**src/rtl/stop_recovery_pkg.sv**
```systemverilog
package stop_recovery_pkg;

	// ----------------------------------------------------------------
	// Register map (word indices and byte addresses)
	// ----------------------------------------------------------------
	localparam logic [3:0] stop_recovery_control_idx = 4'hB;
	localparam logic [3:0] first_port_wake_select_idx = 4'h1;
	localparam logic [11:0] stop_recovery_control_addr = 12'h02C;
	localparam logic [11:0] first_port_wake_select_addr = 12'h004;
	localparam logic [11:0] second_port_wake_select_addr = 12'h008;
	localparam logic [11:0] irq_status_addr = 12'h010;
	localparam logic [11:0] irq_mask_addr = 12'h014;
	localparam logic [11:0] power_control_addr = 12'h018;

	// ----------------------------------------------------------------
	// Field positions
	// ----------------------------------------------------------------
	localparam int stop_flag_bit = 7;
	localparam int stop_delay_bit = 5;
	localparam int enter_stop_bit = 0;
	localparam int enter_halt_bit = 1;
	localparam int irq_wake_bit = 0;
	localparam int irq_cold_bit = 1;

	// ----------------------------------------------------------------
	// Reset values, read-back constants and divide-select codes
	// ----------------------------------------------------------------
	localparam logic [7:0] wake_select_reset = 8'h00;
	localparam logic stop_delay_reset = 1'b1;
	localparam logic [1:0] divide_select_reset = 2'h0;
	localparam logic [7:0] recovery_readback = 8'h7F;
	localparam logic [1:0] divide_by_16_code = 2'h3;
	localparam logic [1:0] divide_by_8_code = 2'h2;
	localparam logic [1:0] divide_by_32_code = 2'h1;
	localparam logic [1:0] divide_by_2_code = 2'h0;

	// ----------------------------------------------------------------
	// Timing
	// ----------------------------------------------------------------
	localparam int clock_period_ns = 100;
	localparam int wake_delay_ms = 5;
	localparam int wake_delay_cycles = wake_delay_ms * 1000000 / clock_period_ns;

	typedef enum logic [1:0] {run_st, stop_st, delay_st} power_state_t;

endpackage

```
**src/rtl/clock_divider.sv**
```systemverilog
`timescale 1ns/1ps
`default_nettype none

// Produces one-cycle enables at the selected crystal divide ratio.
module clock_divider
(
	input wire logic hclk,
	input wire logic hresetn,
	input wire logic [1:0] divide_select,
	input wire logic run,
	output logic tick
);

	logic [4:0] count_ff;
	logic [4:0] limit;

	always_comb
	begin
		unique case (divide_select)
			stop_recovery_pkg::divide_by_16_code: limit = 5'h0F;
			stop_recovery_pkg::divide_by_8_code: limit = 5'h07;
			stop_recovery_pkg::divide_by_32_code: limit = 5'h1F;
			stop_recovery_pkg::divide_by_2_code: limit = 5'h01;
		endcase
	end

	always_ff @(posedge hclk or negedge hresetn)
	begin
		if (!hresetn)
			count_ff <= 5'h00;
		else if (!run || count_ff >= limit)
			count_ff <= 5'h00;
		else
			count_ff <= count_ff + 5'h01;
	end

	assign tick = run && (count_ff == limit);

endmodule
`default_nettype wire

```
**src/rtl/stop_recovery.sv**
```systemverilog
// Added by the designer: the AHB-Lite register port.
`timescale 1ns/1ps
`default_nettype none

// Overview of operation
// - Sixteen pins on two ports can wake.
// - Any pin combination, one select register per port.
// - Latch selected pin levels, wake on change.
// - Comparator never wakes; off during stop.
// - Stop flag bit 7 set on stop entry, read-only.
// - Flag reads 1 warm, 0 cold.
// - Bits 1:0 pick divide 16/8/32/2, read 11.
// - Processor divide in run, timer divide outside stop.
// - Halt keeps timers on timer clock.
// - Select bits: 1 source, 0 not, reset 0.
module stop_recovery
(
	input wire logic hclk,
	input wire logic hresetn,
	input wire logic hsel,
	input wire logic [31:0] haddr,
	input wire logic [1:0] htrans,
	input wire logic hwrite,
	input wire logic [2:0] hsize,
	input wire logic [31:0] hwdata,
	input wire logic hready,
	input wire logic [7:0] first_port_pins,
	input wire logic [7:0] second_port_pins,
	input wire logic watchdog_reset,
	output logic [31:0] hrdata,
	output logic hreadyout,
	output logic hresp,
	output logic cpu_clock_tick,
	output logic timer_interrupt_clock,
	output logic comparator_enable,
	output logic device_reset,
	output logic in_stop,
	output logic irq
);

	// ----------------------------------------------------------------
	// Bus slave
	// ----------------------------------------------------------------
	logic wr_pend_ff;
	logic in_stop_ff;
	logic [11:0] addr_ff;
	logic [7:0] first_sel_ff;
	logic [7:0] second_sel_ff;
	logic stop_delay_ff;
	logic [1:0] divide_ff;
	logic stop_flag_ff;
	logic [1:0] irq_status_ff;
	logic [1:0] irq_mask_ff;
	logic [7:0] first_latch_ff;
	logic [7:0] second_latch_ff;
	logic [22:0] delay_count_ff;
	logic halt_ff;
	logic [31:0] hrdata_ff;
	logic irq_ff;
	logic cpu_tick_ff;
	logic timer_tick_ff;
	logic comparator_ff;
	logic device_reset_ff;
	stop_recovery_pkg::power_state_t state_ff;
	logic addr_phase;
	logic wr_en;
	logic rd_en;
	logic stop_request;
	logic halt_request;
	logic wake;
	logic status_read;
	logic div_tick;
	logic wake_event;
	logic cold_event;

	localparam logic [22:0] delay_last = 23'(stop_recovery_pkg::wake_delay_cycles - 1);

	assign addr_phase = hsel && hready && htrans[1];
	assign wr_en = wr_pend_ff;
	assign rd_en = addr_phase && !hwrite;

	always_ff @(posedge hclk or negedge hresetn)
	begin
		if (!hresetn)
		begin
			wr_pend_ff <= 1'b0;
			addr_ff <= 12'h000;
		end
		else
		begin
			wr_pend_ff <= addr_phase && hwrite;
			if (addr_phase)
				addr_ff <= haddr[11:0];
		end
	end

	// Read data is registered at the address phase, so every transfer ends with no wait state.
	always_ff @(posedge hclk or negedge hresetn)
	begin
		if (!hresetn)
			hrdata_ff <= 32'h00000000;
		else if (rd_en)
		begin
			unique case (haddr[11:0])
				stop_recovery_pkg::stop_recovery_control_addr:
					hrdata_ff <= {24'h000000, stop_flag_ff,
						stop_recovery_pkg::recovery_readback[6:0]};
				stop_recovery_pkg::first_port_wake_select_addr:
					hrdata_ff <= {24'h000000, first_sel_ff};
				stop_recovery_pkg::second_port_wake_select_addr:
					hrdata_ff <= {24'h000000, second_sel_ff};
				stop_recovery_pkg::irq_status_addr:
					hrdata_ff <= {30'h00000000, irq_status_ff};
				stop_recovery_pkg::irq_mask_addr:
					hrdata_ff <= {30'h00000000, irq_mask_ff};
				stop_recovery_pkg::power_control_addr:
					hrdata_ff <= {30'h00000000, halt_ff, in_stop};
				default:
					hrdata_ff <= 32'h00000000;
			endcase
		end
	end

	// ----------------------------------------------------------------
	// Software registers
	// ----------------------------------------------------------------
	always_ff @(posedge hclk or negedge hresetn)
	begin
		if (!hresetn)
		begin
			first_sel_ff <= stop_recovery_pkg::wake_select_reset;
			second_sel_ff <= stop_recovery_pkg::wake_select_reset;
			stop_delay_ff <= stop_recovery_pkg::stop_delay_reset;
			divide_ff <= stop_recovery_pkg::divide_select_reset;
			irq_mask_ff <= 2'h0;
		end
		else if (wr_en)
		begin
			unique case (addr_ff)
				stop_recovery_pkg::stop_recovery_control_addr:
				begin
					// Bit 7 is not written: the flag belongs to the hardware alone.
					stop_delay_ff <= hwdata[stop_recovery_pkg::stop_delay_bit];
					divide_ff <= hwdata[1:0];
				end
				stop_recovery_pkg::first_port_wake_select_addr:
					first_sel_ff <= hwdata[7:0];
				stop_recovery_pkg::second_port_wake_select_addr:
					second_sel_ff <= hwdata[7:0];
				stop_recovery_pkg::irq_mask_addr:
					irq_mask_ff <= hwdata[1:0];
				default:
				begin
				end
			endcase
		end
	end

	assign stop_request = wr_en && (addr_ff == stop_recovery_pkg::power_control_addr)
		&& hwdata[stop_recovery_pkg::enter_stop_bit];
	assign halt_request = wr_en && (addr_ff == stop_recovery_pkg::power_control_addr)
		&& hwdata[stop_recovery_pkg::enter_halt_bit];

	// ----------------------------------------------------------------
	// Stop, wake and delay sequencing
	// ----------------------------------------------------------------
	// A change on any selected pin against its latched level ends stop.
	assign wake = (state_ff == stop_recovery_pkg::stop_st) &&
		(|((first_port_pins ^ first_latch_ff) & first_sel_ff) ||
		|((second_port_pins ^ second_latch_ff) & second_sel_ff));

	always_ff @(posedge hclk or negedge hresetn)
	begin
		if (!hresetn)
		begin
			first_latch_ff <= 8'h00;
			second_latch_ff <= 8'h00;
		end
		else if (stop_request && state_ff == stop_recovery_pkg::run_st)
		begin
			first_latch_ff <= first_port_pins;
			second_latch_ff <= second_port_pins;
		end
	end

	always_ff @(posedge hclk or negedge hresetn)
	begin
		if (!hresetn)
		begin
			state_ff <= stop_recovery_pkg::run_st;
			delay_count_ff <= 23'h000000;
		end
		else
		begin
			unique case (state_ff)
				stop_recovery_pkg::run_st:
					if (stop_request)
						state_ff <= stop_recovery_pkg::stop_st;
				stop_recovery_pkg::stop_st:
					if (wake && stop_delay_ff)
					begin
						state_ff <= stop_recovery_pkg::delay_st;
						delay_count_ff <= 23'h000000;
					end
					else if (wake)
						state_ff <= stop_recovery_pkg::run_st;
				stop_recovery_pkg::delay_st:
					if (delay_count_ff == delay_last)
						state_ff <= stop_recovery_pkg::run_st;
					else
						delay_count_ff <= delay_count_ff + 23'h000001;
			endcase
		end
	end

	// Mirrors the next state so the stop pin is a plain flip-flop output.
	always_ff @(posedge hclk or negedge hresetn)
	begin
		if (!hresetn)
			in_stop_ff <= 1'b0;
		else
			in_stop_ff <= (state_ff == stop_recovery_pkg::run_st && stop_request)
				|| (state_ff == stop_recovery_pkg::stop_st && !wake);
	end

	// Watchdog is a cold start, so it clears the flag like power-on.
	always_ff @(posedge hclk or negedge hresetn)
	begin
		if (!hresetn)
			stop_flag_ff <= 1'b0;
		else if (watchdog_reset)
			stop_flag_ff <= 1'b0;
		else if (stop_request && state_ff == stop_recovery_pkg::run_st)
			stop_flag_ff <= 1'b1;
	end

	always_ff @(posedge hclk or negedge hresetn)
	begin
		if (!hresetn)
			halt_ff <= 1'b0;
		else if (halt_request)
			halt_ff <= 1'b1;
		else if (irq_ff || wake_event)
			halt_ff <= 1'b0;
	end

	// ----------------------------------------------------------------
	// Clock division
	// ----------------------------------------------------------------
	// One divider serves both clocks since they share the ratio; the
	// processor gate is applied on the output only.
	clock_divider u_divider
	(
		.hclk(hclk),
		.hresetn(hresetn),
		.divide_select(divide_ff),
		.run(state_ff != stop_recovery_pkg::stop_st),
		.tick(div_tick)
	);

	always_ff @(posedge hclk or negedge hresetn)
	begin
		if (!hresetn)
		begin
			cpu_tick_ff <= 1'b0;
			timer_tick_ff <= 1'b0;
		end
		else
		begin
			cpu_tick_ff <= div_tick && !halt_ff
				&& state_ff == stop_recovery_pkg::run_st;
			timer_tick_ff <= div_tick;
		end
	end

	always_ff @(posedge hclk or negedge hresetn)
	begin
		if (!hresetn)
		begin
			comparator_ff <= 1'b0;
			device_reset_ff <= 1'b0;
		end
		else
		begin
			comparator_ff <= state_ff == stop_recovery_pkg::run_st;
			device_reset_ff <= state_ff == stop_recovery_pkg::delay_st;
		end
	end

	// ----------------------------------------------------------------
	// Interrupts
	// ----------------------------------------------------------------
	assign wake_event = wake;
	assign cold_event = watchdog_reset;
	// Clear on the edge that samples the read data, so no event falls between the two.
	assign status_read = rd_en && haddr[11:0] == stop_recovery_pkg::irq_status_addr;

	// A new event in the clearing cycle is kept: set beats clear.
	always_ff @(posedge hclk or negedge hresetn)
	begin
		if (!hresetn)
			irq_status_ff <= 2'h0;
		else
			irq_status_ff <= (status_read ? 2'h0 : irq_status_ff) | {cold_event, wake_event};
	end

	always_ff @(posedge hclk or negedge hresetn)
	begin
		if (!hresetn)
			irq_ff <= 1'b0;
		else
			irq_ff <= |(((status_read ? 2'h0 : irq_status_ff) | {cold_event, wake_event})
				& irq_mask_ff);
	end

	assign hrdata = hrdata_ff;
	assign hreadyout = 1'b1;
	assign hresp = 1'b0;
	assign cpu_clock_tick = cpu_tick_ff;
	assign timer_interrupt_clock = timer_tick_ff;
	assign comparator_enable = comparator_ff;
	assign device_reset = device_reset_ff;
	assign in_stop = in_stop_ff;
	assign irq = irq_ff;

	// ----------------------------------------------------------------
	// Checks
	// ----------------------------------------------------------------
	stop_flag_set_a: assert property (@(posedge hclk) disable iff (!hresetn)
		(stop_request && state_ff == stop_recovery_pkg::run_st && !watchdog_reset)
		|=> stop_flag_ff)
		else $error("stop flag not set on stop entry");
	cold_flag_a: assert property (@(posedge hclk) disable iff (!hresetn)
		watchdog_reset |=> !stop_flag_ff)
		else $error("stop flag not cleared by watchdog");
	wake_exit_a: assert property (@(posedge hclk) disable iff (!hresetn)
		(wake && !stop_delay_ff) |=> state_ff == stop_recovery_pkg::run_st)
		else $error("wake did not end stop");
	wake_delay_a: assert property (@(posedge hclk) disable iff (!hresetn)
		(wake && stop_delay_ff) |=> state_ff == stop_recovery_pkg::delay_st ##1 device_reset_ff)
		else $error("reset delay not entered");
	no_false_wake_a: assert property (@(posedge hclk) disable iff (!hresetn)
		(state_ff == stop_recovery_pkg::stop_st && first_port_pins == first_latch_ff
		&& second_port_pins == second_latch_ff) |-> !wake)
		else $error("wake without pin change");
	comp_off_a: assert property (@(posedge hclk) disable iff (!hresetn)
		in_stop |=> !comparator_ff)
		else $error("comparator on during stop");
	halt_timer_a: assert property (@(posedge hclk) disable iff (!hresetn)
		(halt_ff && div_tick) |=> timer_tick_ff && !cpu_tick_ff)
		else $error("timer clock lost in halt");
	select_apply_a: assert property (@(posedge hclk) disable iff (!hresetn)
		(wr_en && addr_ff == stop_recovery_pkg::first_port_wake_select_addr)
		|=> first_sel_ff == $past(hwdata[7:0]))
		else $error("select register not written");
	readback_a: assert property (@(posedge hclk) disable iff (!hresetn)
		(rd_en && haddr[11:0] == stop_recovery_pkg::stop_recovery_control_addr)
		|=> hrdata_ff[6:0] == 7'h7F)
		else $error("control readback wrong");

endmodule
`default_nettype wire

```
**config.mk**
```make
export PLATFORM = sky130hd
export DESIGN_NAME = stop_recovery
export DESIGN_NICKNAME = d
export VERILOG_FILES = /design/src/rtl/stop_recovery_pkg.sv /design/src/rtl/clock_divider.sv /design/src/rtl/stop_recovery.sv
export SDC_FILE = /design/constraint.sdc
export NUM_CORES = 1
export LEC_CHECK = 0
export ABC_CLOCK_PERIOD_IN_PS = 3000
export BUFFER_PORTS_ARGS = -buffer_cell sky130_fd_sc_hd__buf_2
export CAP_MARGIN = 25
export CORE_MARGIN = 1.5
export CORE_UTILIZATION = 40
export DETAILED_ROUTE_END_ITERATION = 8
export PLACE_DENSITY = 0.74
export SLEW_MARGIN = 20
export SYNTH_ARGS = -nofsm -noshare
export SYNTH_HDL_FRONTEND = slang
export SYNTH_SLANG_ARGS = --single-unit
```
**constraint.sdc**
```tcl
create_clock -name hclk -period 3 [get_ports hclk]
set_clock_uncertainty 0.05 [all_clocks]
set_input_delay 0.3 -clock hclk [delete_from_list [all_inputs] [get_ports hclk]]
set_output_delay 0.3 -clock hclk [all_outputs]
set_load 0.005 [all_outputs]
```
==> results_dict.tcl, run 1 <==
set metrics [dict create \
    status "complete, no violations" \
    postSynthCellCount 488 \
    setup-violations-final 0 \
    max_slew_margin_pct 56.4 \
    worst_slack_ns 0.567 \
    r2r_setup_slack_ns 0.57 \
    setup_tns_ns 0 \
    min_period_ns 2.43 \
    critPathKind "flop to flop" \
    place_ws_ns 0.619 \
    clock_path_buffers 2 \
    p_int_uw 2440 \
    initial_core_util_pct 41.2 \
    finalPower_uw 3560 \
    critPathCaptureType "flop" \
    dieArea_sq_mm 0.0137 \
    cts_tree "built" \
    fp.coreArea_sq_mm 0.0127 \
    vias 3990 \
    cp.arrival_ns 2.61 \
    p_leak_uw 0.00276 \
    final_hold_viol_count 0 \
    synthToLayoutAreaGrowth_pct 14.1 \
    antenna_found_initial 0 \
    htreeDepth 3 \
    drtIter0Drc 185 \
    ys_ff_latch 98 \
    p_per_area_mw_per_mm2 598 \
    grt_pass1_vias 3969 \
    synth_edf_count 0 \
    hpwl_microns 8270 \
    period_share_pct 81.1 \
    fin_nets 646 \
    swShare_pct 31.5 \
    n_fill_cell 1190 \
    synth_area_sq_mm 0.00522 \
    pwr-share-comb_pct 23.0 \
    max-vdd-ir-drop_mv 0.268 \
    die_y_microns 117 \
    path_delay_family "simple AND/OR/NAND/NOR gates" \
    hold_class "primary input to flop" \
    first_pass_iters 4 \
    fmax_mhz 411 \
    grt_first_pass_wirelength_microns 19600 \
    cts_root_buf "clkbuf_16" \
    grt_max_degree 54 \
    synth_ff_type "dfrtp_1" \
    drc 0 \
    crit_path_max_fanout 9 \
    crit_start "delay_count_ff[0]$_DFFE_PN0P_" \
    syn_area_per_cell_sq_um 10.7 \
    path_cells "ha_1 > and3_1 > nand2_1 > nor4_2 > nand3_1 > and3_1 > or3_1" \
    slowest_stage "nor4_2" \
    crit_top_cell "and3_1" \
    worst_path_largest_cell_delay_ns 0.45 \
    final_common_cell "dfrtp_1" \
    most-common-layout-cells "dfrtp_1 (97), buf_2 (55), nand2_1 (36), mux2_2 (36), nor2_1 (28)" \
    clock_latency_ns 0.34 \
    synthArstFlopShare_pct 100 \
    grt_overflow_total 0 \
    fp.dieW_microns 117 \
    place.gp.congestion 0.865 \
    avgViaCountPerCell 5.52 \
    drive_gt1_share_pct 23.2 \
    fin_util_pct 47.0 \
    p_sw_uw 1120 \
    ant_nets 0 \
    n_antenna_cell 0 \
    cts_resized 0 \
    tightest_slew_ns 0.649 \
    maxCapViolations 0 \
    port-buffer-count 56 \
    wirelength_microns 11500 \
    critPathBufInv 0 \
    cp-start-kind "flop" \
    ys_warn_count 0 \
    io_pins 131 \
    clock-sinks 98 \
    clk_pin_slew_worst_paths_ns 0.07 \
    cts_buffers 9 \
    grt_util_all_layers_pct 18.3 \
    hp-start "watchdog_reset" \
    rsz0062_at_grt "false" \
    p_seq_share_pct 41.8 \
    wire_per_inst_microns 15.9 \
    yosysSeqAreaShare_pct 47.0 \
    drv_slew 0 \
    synth_cell_types 65 \
    r2r-start "delay_count_ff[0]$_DFFE_PN0P_" \
    critical_path_required_ns 3.17 \
    clkPwrFrac_pct 35.1 \
    fp-row-count 41 \
]
metal layers:
metal,vias up,wire [microns],track usage [%]
li1,1862,-,-
met1,1982,5020,24.3
met2,135,5750,30.2
met3,11,617,4.12
met4,0,124,5.06
met5,-,0,0
power by group through the flow:
stage / Clock [uW] / Combinational, uW / Sequential [uW]
2_1_floorplan: 0 / 581 / 1500
3_3_place_gp: 0 / 778 / 1510
3_5_place_dp: 0 / 815 / 1520
4_1_cts: 1280 / 823 / 1490
5_1_grt: 1350 / 927 / 1500
6_report: 1250 / 820 / 1490
cell families after synthesis:
logic type      Yosys count  synth area share, %
buf+inv                  57                 6.12
xor+xnor                 19                 3.19
other cells               2                0.144
compound gates           97                 13.3
simple gates            152                 16.6
fa+ha+maj                 9                 2.16
flops                    98                 47.0
mux                      54                 11.5
what timing repair did:
item,4_1_cts,5_1_grt
hold buffers,1,0
buffers inserted,0,0
endpoints found under the hold margin,45,0
path summary, 6_finish.rpt:
path                                                   endpoint  cells after the start
worst max-delay path             delay_count_ff[22]$_DFFE_PN0P_                      7
worst min-delay path                   stop_flag_ff$_DFFE_PN0P_                      2
worst max register to register   delay_count_ff[22]$_DFFE_PN0P_                      7
worst min register to register              halt_ff$_DFFE_PN0P_                      1
max in group asynchronous             stop_delay_ff$_DFFE_PN1P_                      3
min in group asynchronous       u_divider.count_ff[4]$_DFF_PN0_                      2
sequential cells by signal, indices dropped and copies added, names as in the netlist, 2 cells and up:
signal,count
u_divider.count_ff,5
divide_ff,2
irq_mask_ff,2
state_ff,2
first_latch_ff,8
first_sel_ff,8
second_latch_ff,8
delay_count_ff,23
irq_status_ff,2
hrdata,8
addr_ff,12
second_sel_ff,8
layout make-up:
class	count	area (sq um)	share of cell area, %
multi-input combinational	357	2530	42.6
sequential	98	2450	41.2
timing repair buffer	65	365	6.14
clock buffer	9	225	3.78
tap	172	215	3.61
clock inverter	7	103	1.72
inverter	15	56.3	0.946
synthesized netlist by cell type, types with 3 or more instances:
master	number	share of area [%]
inv_1	15	1.1
a221oi_1	5	0.84
a211o_1	8	1.3
a21o_1	3	0.43
ha_1	9	2.2
a21oi_1	6	0.58
or4_1	4	0.58
nor2_1	28	2.0
nand4b_1	4	0.67
mux2_1	13	2.8
mux2_2	36	7.8
nor4bb_1	3	0.58
a2111oi_0	3	0.50
nor4b_1	3	0.50
nand3b_1	7	1.0
nor3_1	10	0.96
nand3_1	16	1.5
and3_1	5	0.60
o21ai_0	17	1.6
dfrtp_1	97	47
buf_4	26	3.7
nand2_1	36	2.6
o21ai_1	8	0.77
nand2b_1	7	0.84
clkbuf_1	8	0.58
xor2_1	18	3.0
o211ai_1	4	0.58
o21a_1	3	0.43
buf_2	6	0.58
o22ai_1	5	0.60
a211oi_1	8	1.2
mux2i_1	5	0.96
a22oi_1	11	1.6
nand4_1	8	0.96
stage by stage:
step	cell area [sq um]	cells	hold WS (ns)
after detailed placement	5620	706	0.306
after CTS	5950	723	0.0935
after global placement	5620	706	0.291
after global routing	5950	723	0.110
final	5950	723	0.105
after floorplan	5310	512	-0.0456
Power figures use the tool's default switching activity.
==> run 2: changes to the inputs <==
--- a/config.mk
+++ b/config.mk
@@ -5,13 +5,13 @@
 export SDC_FILE = /design/constraint.sdc
 export NUM_CORES = 1
 export LEC_CHECK = 0
-export ABC_CLOCK_PERIOD_IN_PS = 3000
+export ABC_CLOCK_PERIOD_IN_PS = 2200
 export BUFFER_PORTS_ARGS = -buffer_cell sky130_fd_sc_hd__buf_2
 export CAP_MARGIN = 25
 export CORE_MARGIN = 1.5
 export CORE_UTILIZATION = 40
 export DETAILED_ROUTE_END_ITERATION = 8
-export PLACE_DENSITY = 0.74
+export PLACE_DENSITY = 0.76
 export SLEW_MARGIN = 20
 export SYNTH_ARGS = -nofsm -noshare
 export SYNTH_HDL_FRONTEND = slang
==> constraint.sdc (replaced) <==
create_clock -name hclk -period 2.2 [get_ports hclk]
set_clock_uncertainty 0.05 [all_clocks]
set_input_delay 0.22 -clock hclk [delete_from_list [all_inputs] [get_ports hclk]]
set_output_delay 0.22 -clock hclk [all_outputs]
set_load 0.005 [all_outputs]
==> run 2 against run 1 <==
Compared with the run above: setup slack lost 0.47 ns; critical path depth did not move; final cell count rose by 2.8%; total power increased by 37%; count of clock-buffer cells in the layout increased by 2; routed wire length is 4.7% higher; register-to-register slack got worse by 0.47 ns; clock power rose by 29%; via count is 2.2% higher; first-iteration DRC count is 50% higher; core utilization is 1.5 points higher; critical path type unchanged; critical endpoint unchanged; largest cell class unchanged.
==> results_dict.tcl, run 2 (synthesis results as in run 1) <==
set metrics [dict create \
    die_y_microns 117 \
    setup_tns_ns 0 \
    critical_path_required_ns 2.37 \
    final_common_cell "dfrtp_1" \
    avgViaCountPerCell 5.49 \
    rsz0062_at_grt "false" \
    wire_per_inst_microns 16.2 \
    regToRegEndpoint "delay_count_ff[22]$_DFFE_PN0P_" \
    clock_path_buffers 2 \
    drv_slew 0 \
    rr_worst_depth 7 \
    r2r-start "second_latch_ff[1]$_DFFE_PN0P_" \
    grt_first_pass_wirelength_microns 20100 \
    min_period_ns 2.10 \
    fmax_mhz 476 \
    most-common-layout-cells "dfrtp_1 (96), buf_2 (55), nand2_1 (36), mux2_2 (36), nor2_1 (28)" \
    wl_met3_microns 760 \
    grt_util_all_layers_pct 18.9 \
    htreeDepth 3 \
    drtIter0Drc 278 \
    setup-violations-final 0 \
    vias 4077 \
    finalPower_uw 4870 \
    fp-row-count 41 \
    ant_nets 0 \
    p_per_area_mw_per_mm2 793 \
    reg_top3 "delay_count_ff: 23 flops, addr_ff: 12 flops" \
    drc 0 \
    crit_start "second_latch_ff[1]$_DFFE_PN0P_" \
    p_leak_uw 0.00288 \
    io_pins 131 \
    grt_overflow_total 0 \
    wl_met2_microns 6290 \
    hold_depth 2 \
    cts_root_buf "clkbuf_16" \
    largest_reg_flops 23 \
    max_slew_margin_pct 61.7 \
    n_antenna_cell 0 \
    crit_path_max_fanout 25 \
    fin_nets 666 \
    cts_buffers 9 \
    hold_class "primary input to flop" \
    status "complete, no violations" \
    first_pass_iters 5 \
    port-buffer-count 56 \
    tightest_slew_ns 0.560 \
    cp-start-kind "flop" \
    max-vdd-ir-drop_mv 0.523 \
    synthToLayoutAreaGrowth_pct 17.7 \
    grt_max_degree 43 \
    regMostFlops "delay_count_ff" \
    initial_core_util_pct 41.2 \
    clk_pin_slew_worst_paths_ns 0.07 \
    clock-sinks 98 \
    r2r_setup_slack_ns 0.1 \
    n_fill_cell 1180 \
    dieArea_sq_mm 0.0137 \
    hpwl_microns 8740 \
    place.gp.congestion 0.804 \
    fp.coreArea_sq_mm 0.0127 \
    drive_gt1_share_pct 27.0 \
    final_hold_viol_count 0 \
    cp.arrival_ns 2.27 \
    m1WireLength_microns 4900 \
    grt_pass1_vias 4103 \
    period_share_pct 95.5 \
    holdPathEnd "second_latch_ff[2]$_DFFE_PN0P_" \
    maxCapViolations 0 \
    hp-start "second_port_pins[2]" \
    critPathCaptureType "flop" \
    wirelength_microns 12100 \
    dr.max_layer_used "met4" \
    critPathKind "flop to flop" \
    clock_latency_ns 0.35 \
    antenna_found_initial 0 \
    fp.dieW_microns 117 \
    cts_tree "built" \
]
==> run 2: cell count changes in the layout (fill, tap and decap cells not counted), moves of 2 or more <==
cell	before	now
nor3_2	1	3
nor3_1	10	8
clkinvlp_4	3	1
buf_4	8	25
buf_12	1	3
==> run 2: layout make-up <==
| cell class | count | area [sq um] | share of cell area, % |
|---|---|---|---|
| Clock inverter | 5 | 62.6 | 1.02 |
| Timing Repair Buffer | 85 | 543 | 8.84 |
| Sequential cell | 98 | 2450 | 40.0 |
| Clock buffer | 11 | 243 | 3.95 |
| Multi-Input combinational cell | 357 | 2560 | 41.8 |
| Tap cell | 172 | 215 | 3.51 |
| Inverter | 15 | 56.3 | 0.917 |
==> run 2: worst max-delay path by stage <==
stage / end / slack [ns] / cells after the start
after floorplan: first_latch_ff[1]$_DFFE_PN0P_ / 0.1 / 5
after global placement: delay_count_ff[14]$_DFFE_PN0P_ / 0.07 / 7
after detailed placement: delay_count_ff[8]$_DFFE_PN0P_ / 0.03 / 7
after CTS: delay_count_ff[8]$_DFFE_PN0P_ / 0.02 / 7
after global routing: second_sel_ff[3]$_DFFE_PN0P_ / 0.01 / 6
final: delay_count_ff[22]$_DFFE_PN0P_ / 0.1 / 7
==> run 2: critical path, stage by stage (launching register included) <==
cell and delay (ns):
dfrtp_1 0.38, xor2_1 0.17, a22oi_1 0.23, nand4_1 0.19, o211ai_1 0.31, buf_12 0.21, a2111oi_0 0.11, or3_1 0.32
==> run 2: repair_timing <==
action                     in CTS  in global routing
resized for setup               0                  9
hold endpoints to repair       38                  0
setup endpoints to repair       0                 39
buffers inserted                0                  4
hold buffers                    2                  0
==> run 2: layer usage <==
metal,vias to the layer above,global-route usage (%)
met5,-,0
met4,0,4.34
met3,13,5.05
met2,144,34.1
met1,2025,22.4
li1,1895,-
==> run 2: where the power goes <==
group	switching [uW]	internal (uW)
Sequential	104	1930
Clock	686	921
Combinational	764	461
==> run 2: metrics by stage <==
| stage | cells | util [%] | hold WS [ns] | setup slack (ns) | cell area [sq um] |
|---|---|---|---|---|---|
| after floorplan | 512 | - | -0.126 | 0.0988 | 5310 |
| final | 743 | 48.5 | 0.0651 | 0.0991 | 6140 |
| after global placement | 721 | 45.4 | 0.182 | 0.0728 | 5750 |
| after global routing | 743 | 48.5 | 0.0581 | 0.0115 | 6140 |
| after detailed placement | 721 | 45.4 | 0.195 | 0.0299 | 5750 |
| after CTS | 739 | 48.0 | 0.0589 | 0.0160 | 6080 |
==> run 3: changes to the inputs <==
--- a/config.mk
+++ b/config.mk
@@ -5,9 +5,9 @@
 export SDC_FILE = /design/constraint.sdc
 export NUM_CORES = 1
 export LEC_CHECK = 0
+export ABC_AREA = 1
 export ABC_CLOCK_PERIOD_IN_PS = 2200
 export BUFFER_PORTS_ARGS = -buffer_cell sky130_fd_sc_hd__buf_2
-export CAP_MARGIN = 25
 export CORE_MARGIN = 1.5
 export CORE_UTILIZATION = 40
 export DETAILED_ROUTE_END_ITERATION = 8
==> run 3 against run 2 <==
Compared with the run above: die area increased by 5.1%; sequential share of layout area shrank 0.49 points; clock power about the same; flip-flop and latch count is the same; final cell count increased by 33%; area after synthesis up 5.3%; combinational power shrank 25%; non-clock buffer count shrank 15; via count rose by 16%; critical path depth up 3; largest cell class unchanged.
==> results_dict.tcl, run 3 <==
set metrics [dict create \
    synth_ff_type "dfrtp_1" \
    synth.top_cell.area_share_pct 44.2 \
    clock_latency_ns 0.35 \
    grt_overflow_total 0 \
    tightest_slew_ns 0.559 \
    htreeDepth 3 \
    first_pass_iters 5 \
    place.gp.congestion 0.861 \
    crit_top_cell "nand3_1" \
    final_hold_viol_count 0 \
    dieArea_sq_mm 0.0144 \
    drtIter0Drc 338 \
    drv_slew 0 \
    drive_gt1_share_pct 11.7 \
    worst_path_largest_cell_delay_ns 0.41 \
    grt_first_pass_wirelength_microns 20600 \
    fp.dieW_microns 120 \
    period_share_pct 91.1 \
    grt_util_all_layers_pct 17.7 \
    min_period_ns 2.00 \
    r2r-start "delay_count_ff[1]$_DFFE_PN0P_" \
    hold_class "primary input to flop" \
    clock-sinks 98 \
    yosysSeqAreaShare_pct 44.7 \
    synth_top_cell_by_area "dfrtp_1" \
    cp-start-kind "flop" \
    cts_buffers 9 \
    yosys-top-cells-count "nand2_1 (213), inv_1 (99), dfrtp_1 (97), nand3_1 (65), nor2_1 (65)" \
    crit_path_max_fanout 6 \
    r2r_setup_slack_ns 0.20 \
    ant_nets 0 \
    die_y_microns 120 \
    avgViaCountPerCell 4.79 \
    final_common_cell "nand2_1" \
    fp.coreArea_sq_mm 0.0133 \
    critPathKind "flop to flop" \
    rsz0062_at_grt "false" \
    hpwl_microns 8890 \
    max-vdd-ir-drop_mv 0.429 \
    grt_max_degree 40 \
    fmax_mhz 499 \
    path_delay_family "simple AND/OR/NAND/NOR gates" \
    largest_reg_flops 23 \
    setup_tns_ns 0 \
    post_cts_buffers 0 \
    max_slew_margin_pct 62.6 \
    yosysMostFrequentCell "nand2_1" \
    grt_pass1_vias 4311 \
    synth_area_sq_mm 0.00549 \
    finalPower_uw 4600 \
    synth_cell_types 37 \
    critPathCaptureType "flop" \
    cts_root_buf "clkbuf_16" \
    syn_area_per_cell_sq_um 7.35 \
    p_per_area_mw_per_mm2 741 \
    critical_path_required_ns 2.39 \
    critPathBufInv 0 \
    path_cells "ha_1 > nand2_2 > nor2_4 > nand3_1 > nor2_2 > nand3_1 > o21ai_1 > nor2_1 > nand3_1 > nand2_1" \
    port-buffer-count 56 \
    slowest_stage "dfrtp_1" \
    synthToLayoutAreaGrowth_pct 13.1 \
    synth_edf_count 0 \
    regToRegEndpoint "delay_count_ff[16]$_DFFE_PN0P_" \
    wire_per_inst_microns 12.2 \
    initial_core_util_pct 41.2 \
    clock_path_buffers 2 \
    cts_tree "built" \
    cp-endpoint "delay_count_ff[16]$_DFFE_PN0P_" \
    synthArstFlopShare_pct 100 \
    crit_start "delay_count_ff[1]$_DFFE_PN0P_" \
    io_pins 131 \
    n_antenna_cell 0 \
    antenna_found_initial 0 \
    ys_ff_latch 98 \
    fin_nets 908 \
    fp-row-count 42 \
    reg_top3 "delay_count_ff: 23 flops, addr_ff: 12 flops" \
    wirelength_microns 12100 \
    clk_pin_slew_worst_paths_ns 0.07 \
    status "complete, no violations" \
    cp.arrival_ns 2.19 \
    synth_top_cells_by_area "dfrtp_1 (44%), nand2_1 (15%), inv_1 (6.8%)" \
    setup-violations-final 0 \
    regMostFlops "delay_count_ff" \
    crit_cells 10 \
    postSynthCellCount 747 \
    maxCapViolations 0 \
    vias 4742 \
    p_leak_uw 0.00323 \
    ys_warn_count 0 \
    drc 0 \
    most-common-layout-cells "nand2_1 (213), inv_1 (99), dfrtp_1 (97)" \
    rr_worst_depth 10 \
]
-- run 3: cell count changes after synthesis, sizes merged, moves of 7 or more --
cell,before,now
nand2,36,215
a211o,8,0
nand2b,7,0
xor2,18,5
a21oi,6,17
inv,15,100
nand3b,8,1
mux2,49,0
nand3,16,65
a211oi,8,0
nor2,28,68
a22oi,11,0
o21ai,25,71
-- run 3: per-layer routing --
layer | share of wire, % | global-route usage (%) | routed length (microns) | vias up
met3 | 4.8 | 2.74 | 579 | 17
met4 | 2.0 | 6.47 | 244 | 0
li1 | - | - | - | 2448
met2 | 44 | 25.9 | 5320 | 130
met5 | 0 | 0 | 0 | -
met1 | 49 | 26.4 | 5960 | 2147
-- run 3: worst min path at each step --
stage          slack [ns]  cells past startpoint     from                             to
2_1_floorplan       -0.13                      0  hresetn         addr_ff[0]$_DFFE_PN0N_
3_3_place_gp         0.16                      1  hresetn  first_latch_ff[6]$_DFFE_PN0P_
3_5_place_dp         0.17                      1  hresetn  first_latch_ff[6]$_DFFE_PN0P_
4_1_cts              0.03                      3   hwrite                wr_en$_DFF_PN0_
5_1_grt              0.06                      3   hwrite                wr_en$_DFF_PN0_
6_report             0.03                      3   hwrite                wr_en$_DFF_PN0_
-- run 3: timing repair --
item	in CTS	in global routing
hold buffers	2	0
endpoints found under the hold margin	34	0
resized for setup	0	0
-- run 3: cells by family after synthesis --
kind of cell	Yosys count	share of synthesized area [%]
xor gates and xnor gates	8	1.28
DFF	98	44.7
buffers and inverters	144	12.3
AOI/OAI and AO/OA	98	9.41
and+or+nand+nor	388	30.2
adders and majority gates	9	2.05
other	2	0.137
-- run 3: layout make-up --
cell class	instances	area, sq um
repair buffers	70	405
inverters	100	375
clock buffers	10	229
fillers	1326	7140
multi-input cells	529	2450
flip-flops and latches	98	2450
clock inverters	6	73.8
well taps	176	220
-- run 3: worst register-to-register path, cell delays in order, from the launching register on --
cell and delay (ns):
dfrtp_1 0.41, ha_1 0.26, nand2_2 0.10, nor2_4 0.15, nand3_1 0.23, nor2_2 0.24
nand3_1 0.12, o21ai_1 0.14, nor2_1 0.06, nand3_1 0.08, nand2_1 0.06
-- run 3: per-stage QoR --
stage	setup slack (ns)	utilization, %	cells	hold slack, ns	cell area [sq um]
final	0.196	46.5	989	0.0349	6210
after global routing	0.0117	46.5	989	0.0639	6210
after CTS	0.219	46.5	989	0.0326	6210
after detailed placement	0.244	44.1	971	0.171	5890
after global placement	0.281	44.1	971	0.161	5890
after floorplan	0.474	-	771	-0.126	5580
-- run 3: power by group --
part	internal [uW]	switching (uW)
logic	317	601
clock network	897	728
registers	1940	117
